==> src/hdl/dba_pkg.sv <==
// package: constants, types and register map of the drive bus adapter
package dba_pkg;
    localparam int DBA_CLK_MHZ = 200;
    // time constants in ns and us and derived cycle counts
    localparam int DBA_DESKEW_NS = 50;
    localparam logic [7:0] DBA_DESKEW_RST = 8'((DBA_DESKEW_NS * DBA_CLK_MHZ + 999) / 1000);
    localparam int DBA_TIMEOUT_US = 100;
    localparam int DBA_TIMEOUT_CYC = DBA_TIMEOUT_US * DBA_CLK_MHZ;
    // register offsets on the plain port
    localparam logic [3:0] DBA_REG_CMD = 4'h0;
    localparam logic [3:0] DBA_REG_ACC = 4'h1;
    localparam logic [3:0] DBA_REG_STAT = 4'h2;
    localparam logic [3:0] DBA_REG_RDATA = 4'h3;
    localparam logic [3:0] DBA_REG_DESKEW = 4'h4;
    localparam logic [3:0] DBA_REG_WDATA = 4'h5;
    localparam logic [3:0] DBA_REG_RDWORD = 4'h6;
    // status bit positions
    localparam int DBA_ST_BUSY = 31;
    localparam int DBA_ST_MXF = 30;
    localparam int DBA_ST_EXC = 29;
    localparam int DBA_ST_ATTENTION_LINE = 28;
    localparam int DBA_ST_CPE = 27;
    localparam int DBA_ST_CBUSY = 26;
    localparam int DBA_ST_RDV = 25;
    localparam int DBA_ST_WRQ = 24;
    localparam int DBA_ST_DIR = 23;
    // command codes: bit 0 is the go bit
    localparam logic [5:0] DBA_DATA_CMD_MIN = 6'h29;
    localparam logic [5:0] DBA_DATA_CMD_MAX = 6'h3f;
    localparam int DBA_SYNC_STAGES = 2;

    typedef struct packed {
        logic [2:0] drive_select;
        logic [4:0] register_select;
        logic direction_line;
    } dba_addr_t;

    typedef struct packed {
        logic [15:0] data;
        logic parity;
    } dba_word_t;

    function automatic logic dba_odd_par(input logic [15:0] d);
        dba_odd_par = ~(^d);
    endfunction : dba_odd_par
endpackage : dba_pkg

==> src/hdl/dba_sync.sv <==
// two-flop synchroniser for a bus of pin inputs
`timescale 1ns/1ps
module dba_sync #(
    parameter int W = 1
) (
    input wire logic mclk_i,
    input wire logic sys_rst_i,
    input wire logic [W-1:0] async_i,
    output logic [W-1:0] sync_o
);
    logic [W-1:0] stage1;
    logic [W-1:0] next_stage1;
    logic [W-1:0] next_sync;

    always_comb begin
        next_stage1 = async_i;
        next_sync = stage1;
    end

    always_ff @(posedge mclk_i) begin
        if (sys_rst_i) begin
            stage1 <= '0;
            sync_o <= '0;
        end else begin
            stage1 <= next_stage1;
            sync_o <= next_sync;
        end
    end
endmodule : dba_sync

==> src/hdl/dba_ctl_hs.sv <==
// control bus demand/transfer handshake engine
`timescale 1ns/1ps
module dba_ctl_hs
    import dba_pkg::*;
(
    input wire logic mclk_i,
    input wire logic sys_rst_i,
    input wire logic start_i,
    input wire dba_addr_t addr_i,
    input wire logic [15:0] wdata_i,
    input wire logic [7:0] deskew_i,
    input wire logic transfer_ack_i,
    input wire dba_word_t ctl_in_i,
    output dba_addr_t addr_o,
    output dba_word_t ctl_out_o,
    output logic ctl_oe_o,
    output logic demand_strobe_o,
    output logic busy_o,
    output logic done_o,
    output logic [15:0] rdata_o,
    output logic par_err_o
);
    typedef enum logic [2:0] {HS_IDLE, HS_SETTLE, HS_WAIT_ACK, HS_HOLD, HS_WAIT_REL} dba_hs_t;
    dba_hs_t state, next_state;
    logic [7:0] cnt, next_cnt;
    dba_addr_t next_addr;
    dba_word_t next_ctl_out;
    logic next_oe, next_dem, next_done, next_perr;
    logic [15:0] next_rdata;

    always_comb begin
        next_state = state;
        next_cnt = cnt;
        next_addr = addr_o;
        next_ctl_out = ctl_out_o;
        next_oe = ctl_oe_o;
        next_dem = demand_strobe_o;
        next_done = 1'b0;
        next_rdata = rdata_o;
        next_perr = par_err_o;
        case (state)
            HS_IDLE: begin
                if (start_i) begin
                    next_addr = addr_i;
                    next_ctl_out = '{data: wdata_i, parity: dba_odd_par(wdata_i)};
                    next_oe = addr_i.direction_line;
                    next_cnt = deskew_i;
                    next_state = HS_SETTLE;
                end
            end
            HS_SETTLE: begin
                if (cnt <= 8'h01) begin
                    next_dem = 1'b1;
                    next_state = HS_WAIT_ACK;
                end else begin
                    next_cnt = cnt - 8'h01;
                end
            end
            HS_WAIT_ACK: begin
                if (transfer_ack_i) begin
                    if (addr_o.direction_line) begin
                        next_dem = 1'b0;
                        next_state = HS_WAIT_REL;
                    end else begin
                        next_rdata = ctl_in_i.data;
                        next_perr = (ctl_in_i.parity != dba_odd_par(ctl_in_i.data));
                        next_cnt = deskew_i;
                        next_state = HS_HOLD;
                    end
                end
            end
            HS_HOLD: begin
                if (cnt <= 8'h01) begin
                    next_dem = 1'b0;
                    next_state = HS_WAIT_REL;
                end else begin
                    next_cnt = cnt - 8'h01;
                end
            end
            HS_WAIT_REL: begin
                if (!transfer_ack_i) begin
                    next_oe = 1'b0;
                    next_done = 1'b1;
                    next_state = HS_IDLE;
                end
            end
            default: next_state = HS_IDLE;
        endcase
    end

    always_ff @(posedge mclk_i) begin
        if (sys_rst_i) begin
            state <= HS_IDLE;
            cnt <= 8'h00;
            addr_o <= '0;
            ctl_out_o <= '0;
            ctl_oe_o <= 1'b0;
            demand_strobe_o <= 1'b0;
            done_o <= 1'b0;
            rdata_o <= 16'h0000;
            par_err_o <= 1'b0;
        end else begin
            state <= next_state;
            cnt <= next_cnt;
            addr_o <= next_addr;
            ctl_out_o <= next_ctl_out;
            ctl_oe_o <= next_oe;
            demand_strobe_o <= next_dem;
            done_o <= next_done;
            rdata_o <= next_rdata;
            par_err_o <= next_perr;
        end
    end

    assign busy_o = (state != HS_IDLE);
endmodule : dba_ctl_hs

==> src/hdl/dba_top.sv <==
// drive bus adapter: command start, register access and sector data transfer
`timescale 1ns/1ps
// Overview of operation
// - command word carries function code and go
// - code in bits 5..0, data codes 29-3f
// - busy flag set when data command written
// - occupied first, then run, then words move
// - exception seen: drop run
// - select lines settle, then demand after deskew
// - read: capture, deskew, drop demand, ack drops
// - read data handed to requester when complete
// - read word: drive data low, status high
// - write: data with demand, ack, release
// - register reads allowed during data transfer
// - after run, wait for sync clock
// - one word per write/sync clock pulse
// - end-of-block: continue if run else stop
// - odd parity over control lines both ways
// - missing occupied/sync clock sets missed transfer
// - sample read at sync fall; echo write clock
module dba_top
    import dba_pkg::*;
#(
    parameter int TIMEOUT_CYC = DBA_TIMEOUT_CYC
) (
    input wire logic mclk_i,
    input wire logic sys_rst_i,
    input wire logic [3:0] reg_addr_i,
    input wire logic [31:0] reg_wdata_i,
    input wire logic reg_wr_i,
    input wire logic reg_rd_i,
    output logic [31:0] reg_rdata_o,
    output dba_addr_t ctl_addr_o,
    input wire dba_word_t ctl_i,
    output dba_word_t ctl_o,
    output logic ctl_oe_o,
    output logic demand_strobe_o,
    input wire logic transfer_ack_i,
    input wire logic attention_line_i,
    output logic run_o,
    input wire logic occupied_line_i,
    input wire logic exception_line_i,
    input wire logic end_of_block_pulse_i,
    input wire logic sync_clk_i,
    output logic write_clk_o,
    input wire dba_word_t data_i,
    output dba_word_t data_o,
    output logic data_oe_o
);
    // ************************************************************
    // pin synchronisers
    // ************************************************************
    localparam int NSYNC = 24;
    logic [NSYNC-1:0] pins_s;
    logic ack_s, attention_line_s, occ_s, exc_s, ebl_s, sclk_s;
    dba_word_t ctl_s, din_s;

    // wide buses are stable before their strobes, so per-bit sync is safe here
    dba_sync #(.W(NSYNC)) u_sync_ctl (
        .mclk_i(mclk_i),
        .sys_rst_i(sys_rst_i),
        .async_i({ctl_i[16:0], transfer_ack_i, attention_line_i, occupied_line_i,
                  exception_line_i, end_of_block_pulse_i, sync_clk_i, 1'b0}),
        .sync_o(pins_s)
    );
    logic [16:0] din_raw;
    dba_sync #(.W(17)) u_sync_dat (
        .mclk_i(mclk_i),
        .sys_rst_i(sys_rst_i),
        .async_i(data_i),
        .sync_o(din_raw)
    );
    assign ctl_s = pins_s[23:7];
    assign ack_s = pins_s[6];
    assign attention_line_s = pins_s[5];
    assign occ_s = pins_s[4];
    assign exc_s = pins_s[3];
    assign ebl_s = pins_s[2];
    assign sclk_s = pins_s[1];
    assign din_s = din_raw;

    // ************************************************************
    // register port and control bus access
    // ************************************************************
    logic wr_cmd, wr_acc, hs_busy, hs_done, hs_perr;
    logic [15:0] hs_rdata;
    dba_addr_t acc_addr;
    logic [7:0] deskew, next_deskew;
    logic [15:0] wdata_reg, next_wdata_reg;
    logic busy, next_busy, missed_transfer_error, next_mxf, exc_seen, next_exc_seen, cpe, next_cpe;
    logic rd_valid, next_rd_valid, run_next, wcnt_hi;
    logic [31:0] next_rdata;
    logic [15:0] word_cnt, next_word_cnt;
    logic [15:0] rd_word, next_rd_word;
    logic dir_write, next_dir_write;
    logic [5:0] cmd_code;
    logic is_data_cmd;
    logic [31:0] status;

    assign wr_cmd = reg_wr_i && reg_addr_i == DBA_REG_CMD && !hs_busy;
    assign wr_acc = reg_wr_i && reg_addr_i == DBA_REG_ACC && !hs_busy;
    assign cmd_code = reg_wdata_i[5:0];
    // data command only counts with go set
    assign is_data_cmd = cmd_code[0] && cmd_code >= DBA_DATA_CMD_MIN;
    assign acc_addr = wr_cmd ? '{drive_select: reg_wdata_i[10:8], register_select: 5'h00,
                                 direction_line: 1'b1}
                             : '{drive_select: reg_wdata_i[10:8],
                                 register_select: reg_wdata_i[4:0],
                                 direction_line: reg_wdata_i[16]};

    // command register write goes out as a write to drive register 0
    dba_ctl_hs u_hs (
        .mclk_i(mclk_i),
        .sys_rst_i(sys_rst_i),
        .start_i(wr_cmd || wr_acc),
        .addr_i(acc_addr),
        .wdata_i(wr_cmd ? {10'h000, cmd_code} : wdata_reg),
        .deskew_i(deskew),
        .transfer_ack_i(ack_s),
        .ctl_in_i(ctl_s),
        .addr_o(ctl_addr_o),
        .ctl_out_o(ctl_o),
        .ctl_oe_o(ctl_oe_o),
        .demand_strobe_o(demand_strobe_o),
        .busy_o(hs_busy),
        .done_o(hs_done),
        .rdata_o(hs_rdata),
        .par_err_o(hs_perr)
    );

    // ************************************************************
    // data transfer sequencer
    // ************************************************************
    typedef enum logic [2:0] {DT_IDLE, DT_WAIT_OCC, DT_RUN, DT_WAIT_EBL} dba_dt_t;
    dba_dt_t dt, next_dt;
    logic [31:0] tmo, next_tmo;
    logic sclk_d, ebl_d, next_run, next_wclk, next_doe;
    dba_word_t next_dout;
    logic sclk_rise, sclk_fall, ebl_fall;

    assign sclk_rise = sclk_s && !sclk_d;
    assign sclk_fall = !sclk_s && sclk_d;
    assign ebl_fall = !ebl_s && ebl_d;
    assign wcnt_hi = (word_cnt != 16'h0000);

    always_comb begin
        next_dt = dt;
        next_tmo = tmo;
        next_run = run_o;
        next_busy = busy;
        next_mxf = missed_transfer_error;
        next_exc_seen = exc_seen || exc_s;
        next_wclk = 1'b0;
        next_doe = data_oe_o;
        next_dout = data_o;
        next_word_cnt = word_cnt;
        next_rd_word = rd_word;
        next_dir_write = dir_write;
        run_next = 1'b0;
        case (dt)
            DT_IDLE: begin
                if (wr_cmd && is_data_cmd) begin
                    next_busy = 1'b1;
                    next_mxf = 1'b0;
                    next_exc_seen = exc_s;
                    next_dir_write = reg_wdata_i[16];
                    next_word_cnt = reg_wdata_i[31:16] == 16'h0000 ? 16'hffff
                                                                     : reg_wdata_i[31:16];
                    next_tmo = 32'(TIMEOUT_CYC);
                    next_dt = DT_WAIT_OCC;
                end
            end
            DT_WAIT_OCC: begin
                if (occ_s) begin
                    next_run = 1'b1;
                    next_doe = dir_write;
                    next_dout = '{data: wdata_reg, parity: dba_odd_par(wdata_reg)};
                    next_tmo = 32'(TIMEOUT_CYC);
                    next_dt = DT_RUN;
                end else if (tmo == 32'h0) begin
                    next_mxf = 1'b1;
                    next_busy = 1'b0;
                    next_dt = DT_IDLE;
                end else begin
                    next_tmo = tmo - 32'h1;
                end
            end
            DT_RUN: begin
                if (exc_s) begin
                    next_run = 1'b0;
                end
                if (sclk_rise) begin
                    next_tmo = 32'(TIMEOUT_CYC);
                end else if (!sclk_s && tmo == 32'h0) begin
                    next_mxf = 1'b1;
                    next_run = 1'b0;
                end else begin
                    next_tmo = (tmo == 32'h0) ? tmo : tmo - 32'h1;
                end
                if (sclk_s && dir_write) begin
                    next_wclk = 1'b1;
                end
                if (sclk_fall) begin
                    if (dir_write) begin
                        // word taken at wclk rise; present next at its fall
                        next_dout = '{data: wdata_reg, parity: dba_odd_par(wdata_reg)};
                    end else begin
                        next_rd_word = din_s.data;
                    end
                    next_word_cnt = wcnt_hi ? word_cnt - 16'h1 : word_cnt;
                    if (word_cnt == 16'h0001) begin
                        next_run = 1'b0;
                    end
                end
                if (ebl_s) begin
                    next_dt = DT_WAIT_EBL;
                end
            end
            DT_WAIT_EBL: begin
                if (ebl_fall) begin
                    // drive strobes run at trailing edge of block pulse
                    run_next = run_o && !exc_s;
                    if (run_next && occ_s) begin
                        next_tmo = 32'(TIMEOUT_CYC);
                        next_dt = DT_RUN;
                    end else begin
                        next_run = 1'b0;
                        next_doe = 1'b0;
                        next_busy = 1'b0;
                        next_dt = DT_IDLE;
                    end
                end
                if (exc_s) begin
                    next_run = 1'b0;
                end
            end
            default: next_dt = DT_IDLE;
        endcase
    end

    // ************************************************************
    // software visible registers
    // ************************************************************
    always_comb begin
        next_deskew = deskew;
        next_wdata_reg = wdata_reg;
        next_cpe = cpe || (hs_done && hs_perr);
        next_rd_valid = rd_valid;
        if (reg_wr_i && reg_addr_i == DBA_REG_DESKEW) begin
            next_deskew = (reg_wdata_i[7:0] == 8'h00) ? 8'h01 : reg_wdata_i[7:0];
        end
        if (reg_wr_i && reg_addr_i == DBA_REG_WDATA) begin
            next_wdata_reg = reg_wdata_i[15:0];
        end
        if (reg_wr_i && reg_addr_i == DBA_REG_STAT && reg_wdata_i[DBA_ST_CPE]) begin
            next_cpe = hs_done && hs_perr;
        end
        // a finishing read wins over a new access clearing the flag
        if (hs_done && !ctl_addr_o.direction_line) begin
            next_rd_valid = 1'b1;
        end else if (wr_acc || wr_cmd) begin
            next_rd_valid = 1'b0;
        end
    end

    always_comb begin
        status = 32'h0000_0000;
        status[DBA_ST_BUSY] = busy;
        status[DBA_ST_MXF] = missed_transfer_error;
        status[DBA_ST_EXC] = exc_seen;
        status[DBA_ST_ATTENTION_LINE] = attention_line_s;
        status[DBA_ST_CPE] = cpe;
        status[DBA_ST_CBUSY] = hs_busy;
        status[DBA_ST_RDV] = rd_valid;
        status[DBA_ST_DIR] = dir_write;
        status[15:0] = word_cnt;
        next_rdata = 32'h0000_0000;
        if (reg_rd_i) begin
            case (reg_addr_i)
                DBA_REG_STAT: next_rdata = status;
                DBA_REG_RDATA: next_rdata = {status[31:16], hs_rdata};
                DBA_REG_DESKEW: next_rdata = {24'h000000, deskew};
                DBA_REG_WDATA: next_rdata = {16'h0000, wdata_reg};
                DBA_REG_RDWORD: next_rdata = {16'h0000, rd_word};
                default: next_rdata = 32'h0000_0000;
            endcase
        end
    end

    always_ff @(posedge mclk_i) begin
        if (sys_rst_i) begin
            dt <= DT_IDLE;
            tmo <= 32'h0;
            run_o <= 1'b0;
            busy <= 1'b0;
            missed_transfer_error <= 1'b0;
            exc_seen <= 1'b0;
            write_clk_o <= 1'b0;
            data_oe_o <= 1'b0;
            data_o <= '0;
            word_cnt <= 16'h0000;
            rd_word <= 16'h0000;
            dir_write <= 1'b0;
            sclk_d <= 1'b0;
            ebl_d <= 1'b0;
            deskew <= DBA_DESKEW_RST;
            wdata_reg <= 16'h0000;
            cpe <= 1'b0;
            rd_valid <= 1'b0;
            reg_rdata_o <= 32'h0000_0000;
        end else begin
            dt <= next_dt;
            tmo <= next_tmo;
            run_o <= next_run;
            busy <= next_busy;
            missed_transfer_error <= next_mxf;
            exc_seen <= next_exc_seen;
            write_clk_o <= next_wclk;
            data_oe_o <= next_doe;
            data_o <= next_dout;
            word_cnt <= next_word_cnt;
            rd_word <= next_rd_word;
            dir_write <= next_dir_write;
            sclk_d <= sclk_s;
            ebl_d <= ebl_s;
            deskew <= next_deskew;
            wdata_reg <= next_wdata_reg;
            cpe <= next_cpe;
            rd_valid <= next_rd_valid;
            reg_rdata_o <= next_rdata;
        end
    end
endmodule : dba_top

==> config.mk <==
export PLATFORM = sky130hd
export DESIGN_NAME = dba_top
export DESIGN_NICKNAME = d
export VERILOG_FILES = /design/src/hdl/dba_pkg.sv /design/src/hdl/dba_sync.sv /design/src/hdl/dba_ctl_hs.sv /design/src/hdl/dba_top.sv
export SDC_FILE = /design/constraint.sdc
export NUM_CORES = 1
export LEC_CHECK = 0
export ABC_AREA = 1
export BUFFER_PORTS_ARGS = -buffer_cell sky130_fd_sc_hd__buf_2
export CORE_MARGIN = 10
export CORE_UTILIZATION = 42
export DETAILED_ROUTE_END_ITERATION = 8
export PLACE_DENSITY = 0.66
export RECOVER_POWER = 100
export SLEW_MARGIN = 20
export SYNTH_ARGS = -nofsm -noshare
export SYNTH_HDL_FRONTEND = slang
export SYNTH_SLANG_ARGS = --single-unit
==> constraint.sdc <==
create_clock -name mclk_i -period 3.6 [get_ports mclk_i]
set_input_delay 0.36 -clock mclk_i [delete_from_list [all_inputs] [get_ports mclk_i]]
set_output_delay 0.36 -clock mclk_i [all_outputs]
set_load 0.01 [all_outputs]
==> results of run 1 <==
[worst paths after layout]
check	to	slack (ps)	cells past startpoint
max reg2reg	tmo[17]	640	11
min	u_sync_ctl.next_sync[10]	30	3
max	reg_rdata_o[25]	620	5
min reg2reg	u_sync_ctl.sync_o[2]	400	2
[Yosys cell counts, drive strengths merged, types with 2 or more instances]
cell type / n / area [um2]
nand4: 21 / 137.6
o21ai: 141 / 720.7
o22ai: 14 / 87.58
o21a: 2 / 15.01
clkbuf: 40 / 150.1
nor2: 328 / 1281
inv: 243 / 912.1
o21bai: 2 / 15.01
a221oi: 11 / 96.34
o221ai: 2 / 17.52
and3: 2 / 12.51
o211ai: 11 / 82.58
xor2: 23 / 201.4
xnor2: 23 / 201.4
dfxtp: 277 / 5545
nor3: 24 / 120.1
o32ai: 2 / 17.52
nand2: 226 / 850.8
buf: 27 / 165.2
nand3: 37 / 200.2
a211oi: 12 / 90.09
nor4: 9 / 56.30
ha: 12 / 150.1
a21oi: 112 / 564.3
a31oi: 15 / 93.84
[cells in the final DEF, fill, tap and decap left out, drive strengths merged, types with 15 or more instances in the layout]
cell type and count:
nor2 328, a21oi 112, buf 85, inv 243
nand2 226, dfxtp 277, nand4 21, o21ai 141
nor3 24, xor2 23, xnor2 23, nand3 37
clkbuf 121, a31oi 15
[cells by family (layout without fill, tap and decap cells)]
| group | after synthesis | after routing |
|---|---|---|
| compound gates | 329 | 329 |
| xor+xnor | 46 | 46 |
| fa+ha+maj | 12 | 12 |
| buf+inv | 311 | 458 |
| flops | 277 | 277 |
| other cells | 1 | 12 |
| simple gates | 649 | 649 |
[cell type report]
| type | instances | share of cell area [%] |
|---|---|---|
| Tap cell | 378 | 3.433 |
| Timing Repair Buffer | 162 | 5.359 |
| Clock buffer | 44 | 6.403 |
| Antenna cell | 4 | 0.07266 |
| Inverter | 244 | 6.649 |
| Clock inverter | 8 | 0.9173 |
| Multi-Input combinational cell | 1044 | 36.91 |
| Sequential cell | 277 | 40.25 |
[through the flow]
step                      utilization [%]  std cells  hold slack [ps]
final                               49.59       2161            25.08
after global routing                49.56       2158            11.72
after CTS                           50.00       2157            6.735
after detailed placement            46.37       2105            394.9
after global placement              46.34       2105            394.7
after floorplan                         -       1632            388.3
[worst register-to-register path: stages, from the launching register on]
cell and delay (ps):
dfxtp_1 330, nor2_1 300, nand2_1 150, nor2_1 150, nand3_1 90, nor2_1 410, nand3_2 130, nand2_1 450
inv_1 440, nand4_1 200, xor2_1 150, nor2_1 50
[power groups by stage]
stage	Combinational [uW]	Sequential, uW	Clock, uW
3_3_place_gp	2840	3580	0
2_1_floorplan	2230	3550	0
6_report	2860	3520	3080
4_1_cts	2910	3510	3150
5_1_grt	3250	3550	3280
3_5_place_dp	2880	3580	0
[layer usage]
| metal | share of wire (%) | up-vias |
|---|---|---|
| met2 | 44 | 338 |
| met5 | 0.033 | - |
| met1 | 46 | 4835 |
| met3 | 7.2 | 51 |
| li1 | - | 5436 |
| met4 | 2.2 | 2 |
==> results_dict.tcl, run 1 <==
set metrics [dict create \
    status "complete, but fails checks" \
    violations "max-capacitance violations, max-slew violations" \
    power.total_uw 9467 \
    grt_usage_pct 17.85 \
    tritoncts_clock_tree "done" \
    drc_errors 0 \
    vias_per_cell 4.934 \
    critical_path.n_buffers_inverters 3 \
    antenna_violations_before_repair 4 \
    layout.area.seq_um2 5545 \
    max_cap_viol_count 1 \
    iter_0_drt_violations 778 \
    crit_path_start_kind "primary input" \
    cellInternalPower_uw 6100 \
    post-route-worst-setup-slack_ps 618.3 \
    synth_edf_count 0 \
    rsz_0062_raised_after_global_routing "no" \
    dpl_cell_area_um2 12880 \
    die_h_um 188.0 \
    nets 1849 \
    placement.setup.worst_slack_ps 938.3 \
    grt_busiest_layer "met2" \
    power.share.switching_pct 35.56 \
    post_cts_hold_buffer_count 0 \
    vdd_ir_drop_max_v 0.0003696 \
    synth_top_family_by_area "simple AND/OR/NAND/NOR gates" \
    final-setup-viol-count 0 \
    worst_pin_slew_ps 1569 \
    grt_pass1_wl_um 52470 \
    synth_warnings 0 \
    flow.area_growth_from_synthesis_pct 16.27 \
    worst_path_dominant_cell_family "buffers and inverters" \
    grt.met2_usage_pct 28.84 \
    p_sw_uw 3366 \
    crit_path_start "sys_rst_i" \
    synth.avg_cell_area_um2 7.291 \
    maxSlewHeadroom_pct -4.603 \
    clock_insertion_delay_worst_skew_ps 530 \
    worst-path-max-fanout 80 \
    ctsLongestPathBuffers 3 \
    design.portCount 160 \
    power.density_nw_per_um2 687.2 \
    cts_buffers 28 \
    grt_max_degree 81 \
    initial_core_utilization_pct 42.65 \
    combinationalPowerShare_pct 30.3 \
    postCtsSetupBuffers 0 \
    xor_xnor_portion_of_the_synthesized_cell_area_pct 3.401 \
    layout-drive-gt1-share_pct 8.544 \
    primary_ff_master_synth "dfxtp_1" \
    grt_pass1_vias 10052 \
    top_register "tmo" \
    synth.yosys.seq_area_share_pct 46.81 \
    multiInputGateArea_um2 5085 \
    setup.worst_path.end_class "register" \
    synth.cell_area_um2 11850 \
    netlist-cell-type-count 46 \
    yosys.area_share.simple_pct 22.56 \
    layout.filler_cells 2862 \
    clock_sink_count 277 \
    skew_ps 9.051 \
    gr_overflow_total 0 \
    hold_path_startpoint "ctl_i[3]" \
    async_flop_share_pct 0 \
    synth-adder-area-share_pct 1.267 \
    slew_viol_final 36 \
    routed_wl_um 33020 \
    cts_resized 0 \
    synth-compound-area-share_pct 15.55 \
    flip_flop_count_of_the_largest_register_all_copies_and_words_added 32 \
    post-route-cell-area_um2 13780 \
    detailedRoute.firstPassIterationCount 5 \
    critical_path_class "in -> reg" \
    clock-root-buffer "clkbuf_16" \
    power.static_leakage_uw 0.006029 \
    clock_tree.htree_level_count 1 \
    fin_tns_setup_ps 0 \
    critical-path-slowest-cell "clkbuf_1" \
    synth-seq-cells 277 \
    num_vias 10662 \
    critical-path-max-stage-delay_ps 1110 \
    finalWorstPathRequiredPeriod_ps 2982 \
    wl_per_cell_um 15.28 \
    globalplace.congestion 0.9163 \
    timing.hold.worst.class "in -> reg" \
    die_area_um2 35330 \
    met1_usage_pct 23.48 \
    top_regs "tmo (32), reg_rdata_o (24)" \
    clk_pin_slew_worst_paths_ps 60 \
    synthMuxAreaShare_pct 0 \
    regToRegStartpoint "tmo[12]" \
    post-route-period-util_pct 82.82 \
    core_area_um2 27780 \
    critical_path_arrival_ps 3380 \
    power.clock.fraction_pct 32.6 \
    sequentialPowerShare_pct 37.2 \
    crit_required_ps 4000 \
    dpl.hpwl_um 24490 \
    critical_path.cell_chain "clkbuf_1 > inv_1 > clkbuf_2 > nand3_1 > nor2_1" \
    fp.dieW_um 188.0 \
    grt_util_met3_pct 3.952 \
    core.rowCount 61 \
    port_buffers 150 \
    finalHoldViolCount 0 \
    syn_inst 1625 \
    antenna_violating_nets_left 0 \
    max_freq_mhz 335.4 \
]
Power figures use the tool's default switching activity.
==> run 2, diff against run 1 <==
==> constraint.sdc (replaced) <==
create_clock -name mclk_i -period 3 [get_ports mclk_i]
set_input_delay 0.3 -clock mclk_i [delete_from_list [all_inputs] [get_ports mclk_i]]
set_output_delay 0.3 -clock mclk_i [all_outputs]
set_load 0.01 [all_outputs]
==> run 2 against run 1 <==
The run still ends with max-capacitance violations, max-slew violations left. Setup slack got worse by 210 ps. Routed wire length increased by 2.1%. Sequential share of layout area decreased by 1.5 points. Sequential cell count unchanged. Final area increased by 3.8%. Largest power group unchanged.
==> results_dict.tcl, run 2 (same netlist as run 1, synthesis figures left out) <==
set metrics [dict create \
    status "complete, but fails checks" \
    violations "max-capacitance violations, max-slew violations" \
    clock_insertion_delay_worst_skew_ps 560 \
    grt_usage_pct 18.64 \
    detail_route.wirelength.met1_um 15140 \
    cellInternalPower_uw 7569 \
    core_area_um2 27780 \
    ctsLongestPathBuffers 3 \
    critical-path-slowest-cell "nor2_1" \
    post-route-cell-area_um2 14310 \
    reg2reg_setup_slack_ps 410 \
    critical-path-max-stage-delay_ps 480 \
    clock-root-buffer "clkbuf_16" \
    post-route-period-util_pct 86.33 \
    num_vias 10980 \
    detailedRoute.firstPassIterationCount 6 \
    crit_top_cell "nor2_1" \
    dpl_cell_area_um2 12920 \
    dpl.hpwl_um 24810 \
    worst_r2r_path_depth 10 \
    power.density_nw_per_um2 815.0 \
    design.portCount 160 \
    grt_max_degree 74 \
    top_register "tmo" \
    max_cap_viol_count 1 \
    crit_path_start_kind "register" \
    globalplace.congestion 0.8916 \
    critical_path.n_buffers_inverters 2 \
    flow.area_growth_from_synthesis_pct 20.74 \
    final-setup-viol-count 0 \
    sequentialPowerShare_pct 36.2 \
    power.static_leakage_uw 0.006242 \
    fp.dieW_um 188.0 \
    skew_ps 17.89 \
    commonest_non_fill_non_tap_cell_in_the_layout "nor2_1" \
    die_area_um2 35330 \
    iter_0_drt_violations 926 \
    route.met3.wl_um 2551 \
    port_buffers 150 \
    antenna_violating_nets_left 0 \
    critical_path_class "reg -> reg" \
    die_h_um 188.0 \
    timing.hold.ws_ps 40.36 \
    top_regs "tmo (32), reg_rdata_o (24)" \
    clock_sink_count 277 \
    critical_path_arrival_ps 3070 \
    finalWorstPathRequiredPeriod_ps 2590 \
    crit_path_start "tmo[5]" \
    timing.hold.worst.class "in -> reg" \
    regToRegStartpoint "tmo[5]" \
    critical_path.reg2reg.endpoint "tmo[6]" \
    power.share.switching_pct 35.08 \
    crit_required_ps 3480 \
    nets 1902 \
    routed_wl_um 33720 \
    maxSlewHeadroom_pct -96.16 \
    worst_path_dominant_cell_family "simple AND/OR/NAND/NOR gates" \
    clock_tree.htree_level_count 1 \
    core.rowCount 61 \
    critical_path_destination "tmo[6]" \
    setup.worst_path.end_class "register" \
    p_sw_uw 4090 \
    layout.cells.most_common_list "nor2_1 (320), dfxtp_1 (277), inv_1 (240)" \
    highest-signal-layer "met5" \
    finalHoldViolCount 0 \
    power.clock.fraction_pct 33.5 \
    fin_tns_setup_ps 0 \
    initial_core_utilization_pct 42.65 \
    combinationalPowerShare_pct 30.2 \
    vdd_ir_drop_max_v 0.0004786 \
    cts_buffers 30 \
    tritoncts_clock_tree "done" \
    drc_errors 0 \
    clk_pin_slew_worst_paths_ps 60 \
    worst-path-max-fanout 11 \
    postCtsSetupBuffers 0 \
    critical_path_depth 10 \
    grt_pass1_wl_um 54870 \
    max_freq_mhz 386.1 \
    rsz_0062_raised_after_global_routing "no" \
    cts_resized 0 \
    vias_per_cell 4.959 \
    gr_overflow_total 0 \
    worst_pin_slew_ps 2942 \
    wl_met2_um 15030 \
    wl_per_cell_um 15.23 \
    layout-drive-gt1-share_pct 8.352 \
    slew_viol_final 57 \
    antenna_violations_before_repair 3 \
    critical_path.cell_chain "nor2_1 > inv_1 > nor2_1 > nand4_1 > nor2_1 > nand3_2 > nand2_2 > o21ai_2 > clkbuf_1 > nor3_1" \
    flip_flop_count_of_the_largest_register_all_copies_and_words_added 32 \
    grt_pass1_vias 10638 \
]
[run 2: worst register-to-register path, delay by kind of cell, from the launching register on]
kind	cells	cell delay [ps]
flip-flops	1	340
AND/OR/NAND/NOR	7	1570
AO/OA/AOI/OAI	1	210
buffers and inverters	2	400
[run 2: per-layer routing]
layer	GRT usage, %	up-vias
met5	0	-
met4	6.092	2
met3	4.193	73
met2	30.04	332
met1	24.16	5032
li1	-	5541
[run 2: how the worst min path moves through the flow]
stage / start / endpoint / cells after the start
after floorplan: u_sync_ctl.next_sync[10] / u_sync_ctl.sync_o[10] / 2
after global placement: u_sync_ctl.next_sync[11] / u_sync_ctl.sync_o[11] / 2
after detailed placement: u_sync_dat.next_sync[4] / u_sync_dat.sync_o[4] / 2
after CTS: reg_wdata_i[4] / u_hs.addr_o[5] / 3
after global routing: reg_wdata_i[2] / u_hs.addr_o[3] / 3
final: reg_wdata_i[4] / u_hs.addr_o[5] / 3
[run 2: final cells by class]
| type | count | area [um2] |
|---|---|---|
| clock inverters | 5 | 125.1 |
| repair buffers | 213 | 1217 |
| diodes | 4 | 10.01 |
| well taps | 378 | 473.0 |
| multi-input cells | 1044 | 5075 |
| inverters | 244 | 915.9 |
| fillers | 2784 | 13480 |
| clock buffers | 49 | 943.4 |
| flip-flops and latches | 277 | 5545 |
[run 2: per-stage QoR]
stage | power (uW) | instances | setup slack, ps | utilization (%)
finish | 11660 | 2214 | 410.1 | 51.49
detailed placement | 7790 | 2111 | 559.8 | 46.51
global route | 12470 | 2211 | 103.2 | 51.46
CTS | 11780 | 2210 | 527.1 | 51.97
global placement | 7728 | 2111 | 590.2 | 46.51
floorplan | 6928 | 1632 | 1110 | -
[run 2: repair_timing]
item,4_1_cts,5_1_grt
hold buffers,45,0
endpoints found under the setup margin,0,0
endpoints found under the hold margin,48,0
[run 2: power by group through the flow]
stage | clock (uW) | sequential (uW) | combinational, uW
global placement | 0 | 4290 | 3430
floorplan | 0 | 4260 | 2670
CTS | 4000 | 4220 | 3560
detailed placement | 0 | 4300 | 3490
finish | 3910 | 4230 | 3520
global route | 4160 | 4260 | 4040
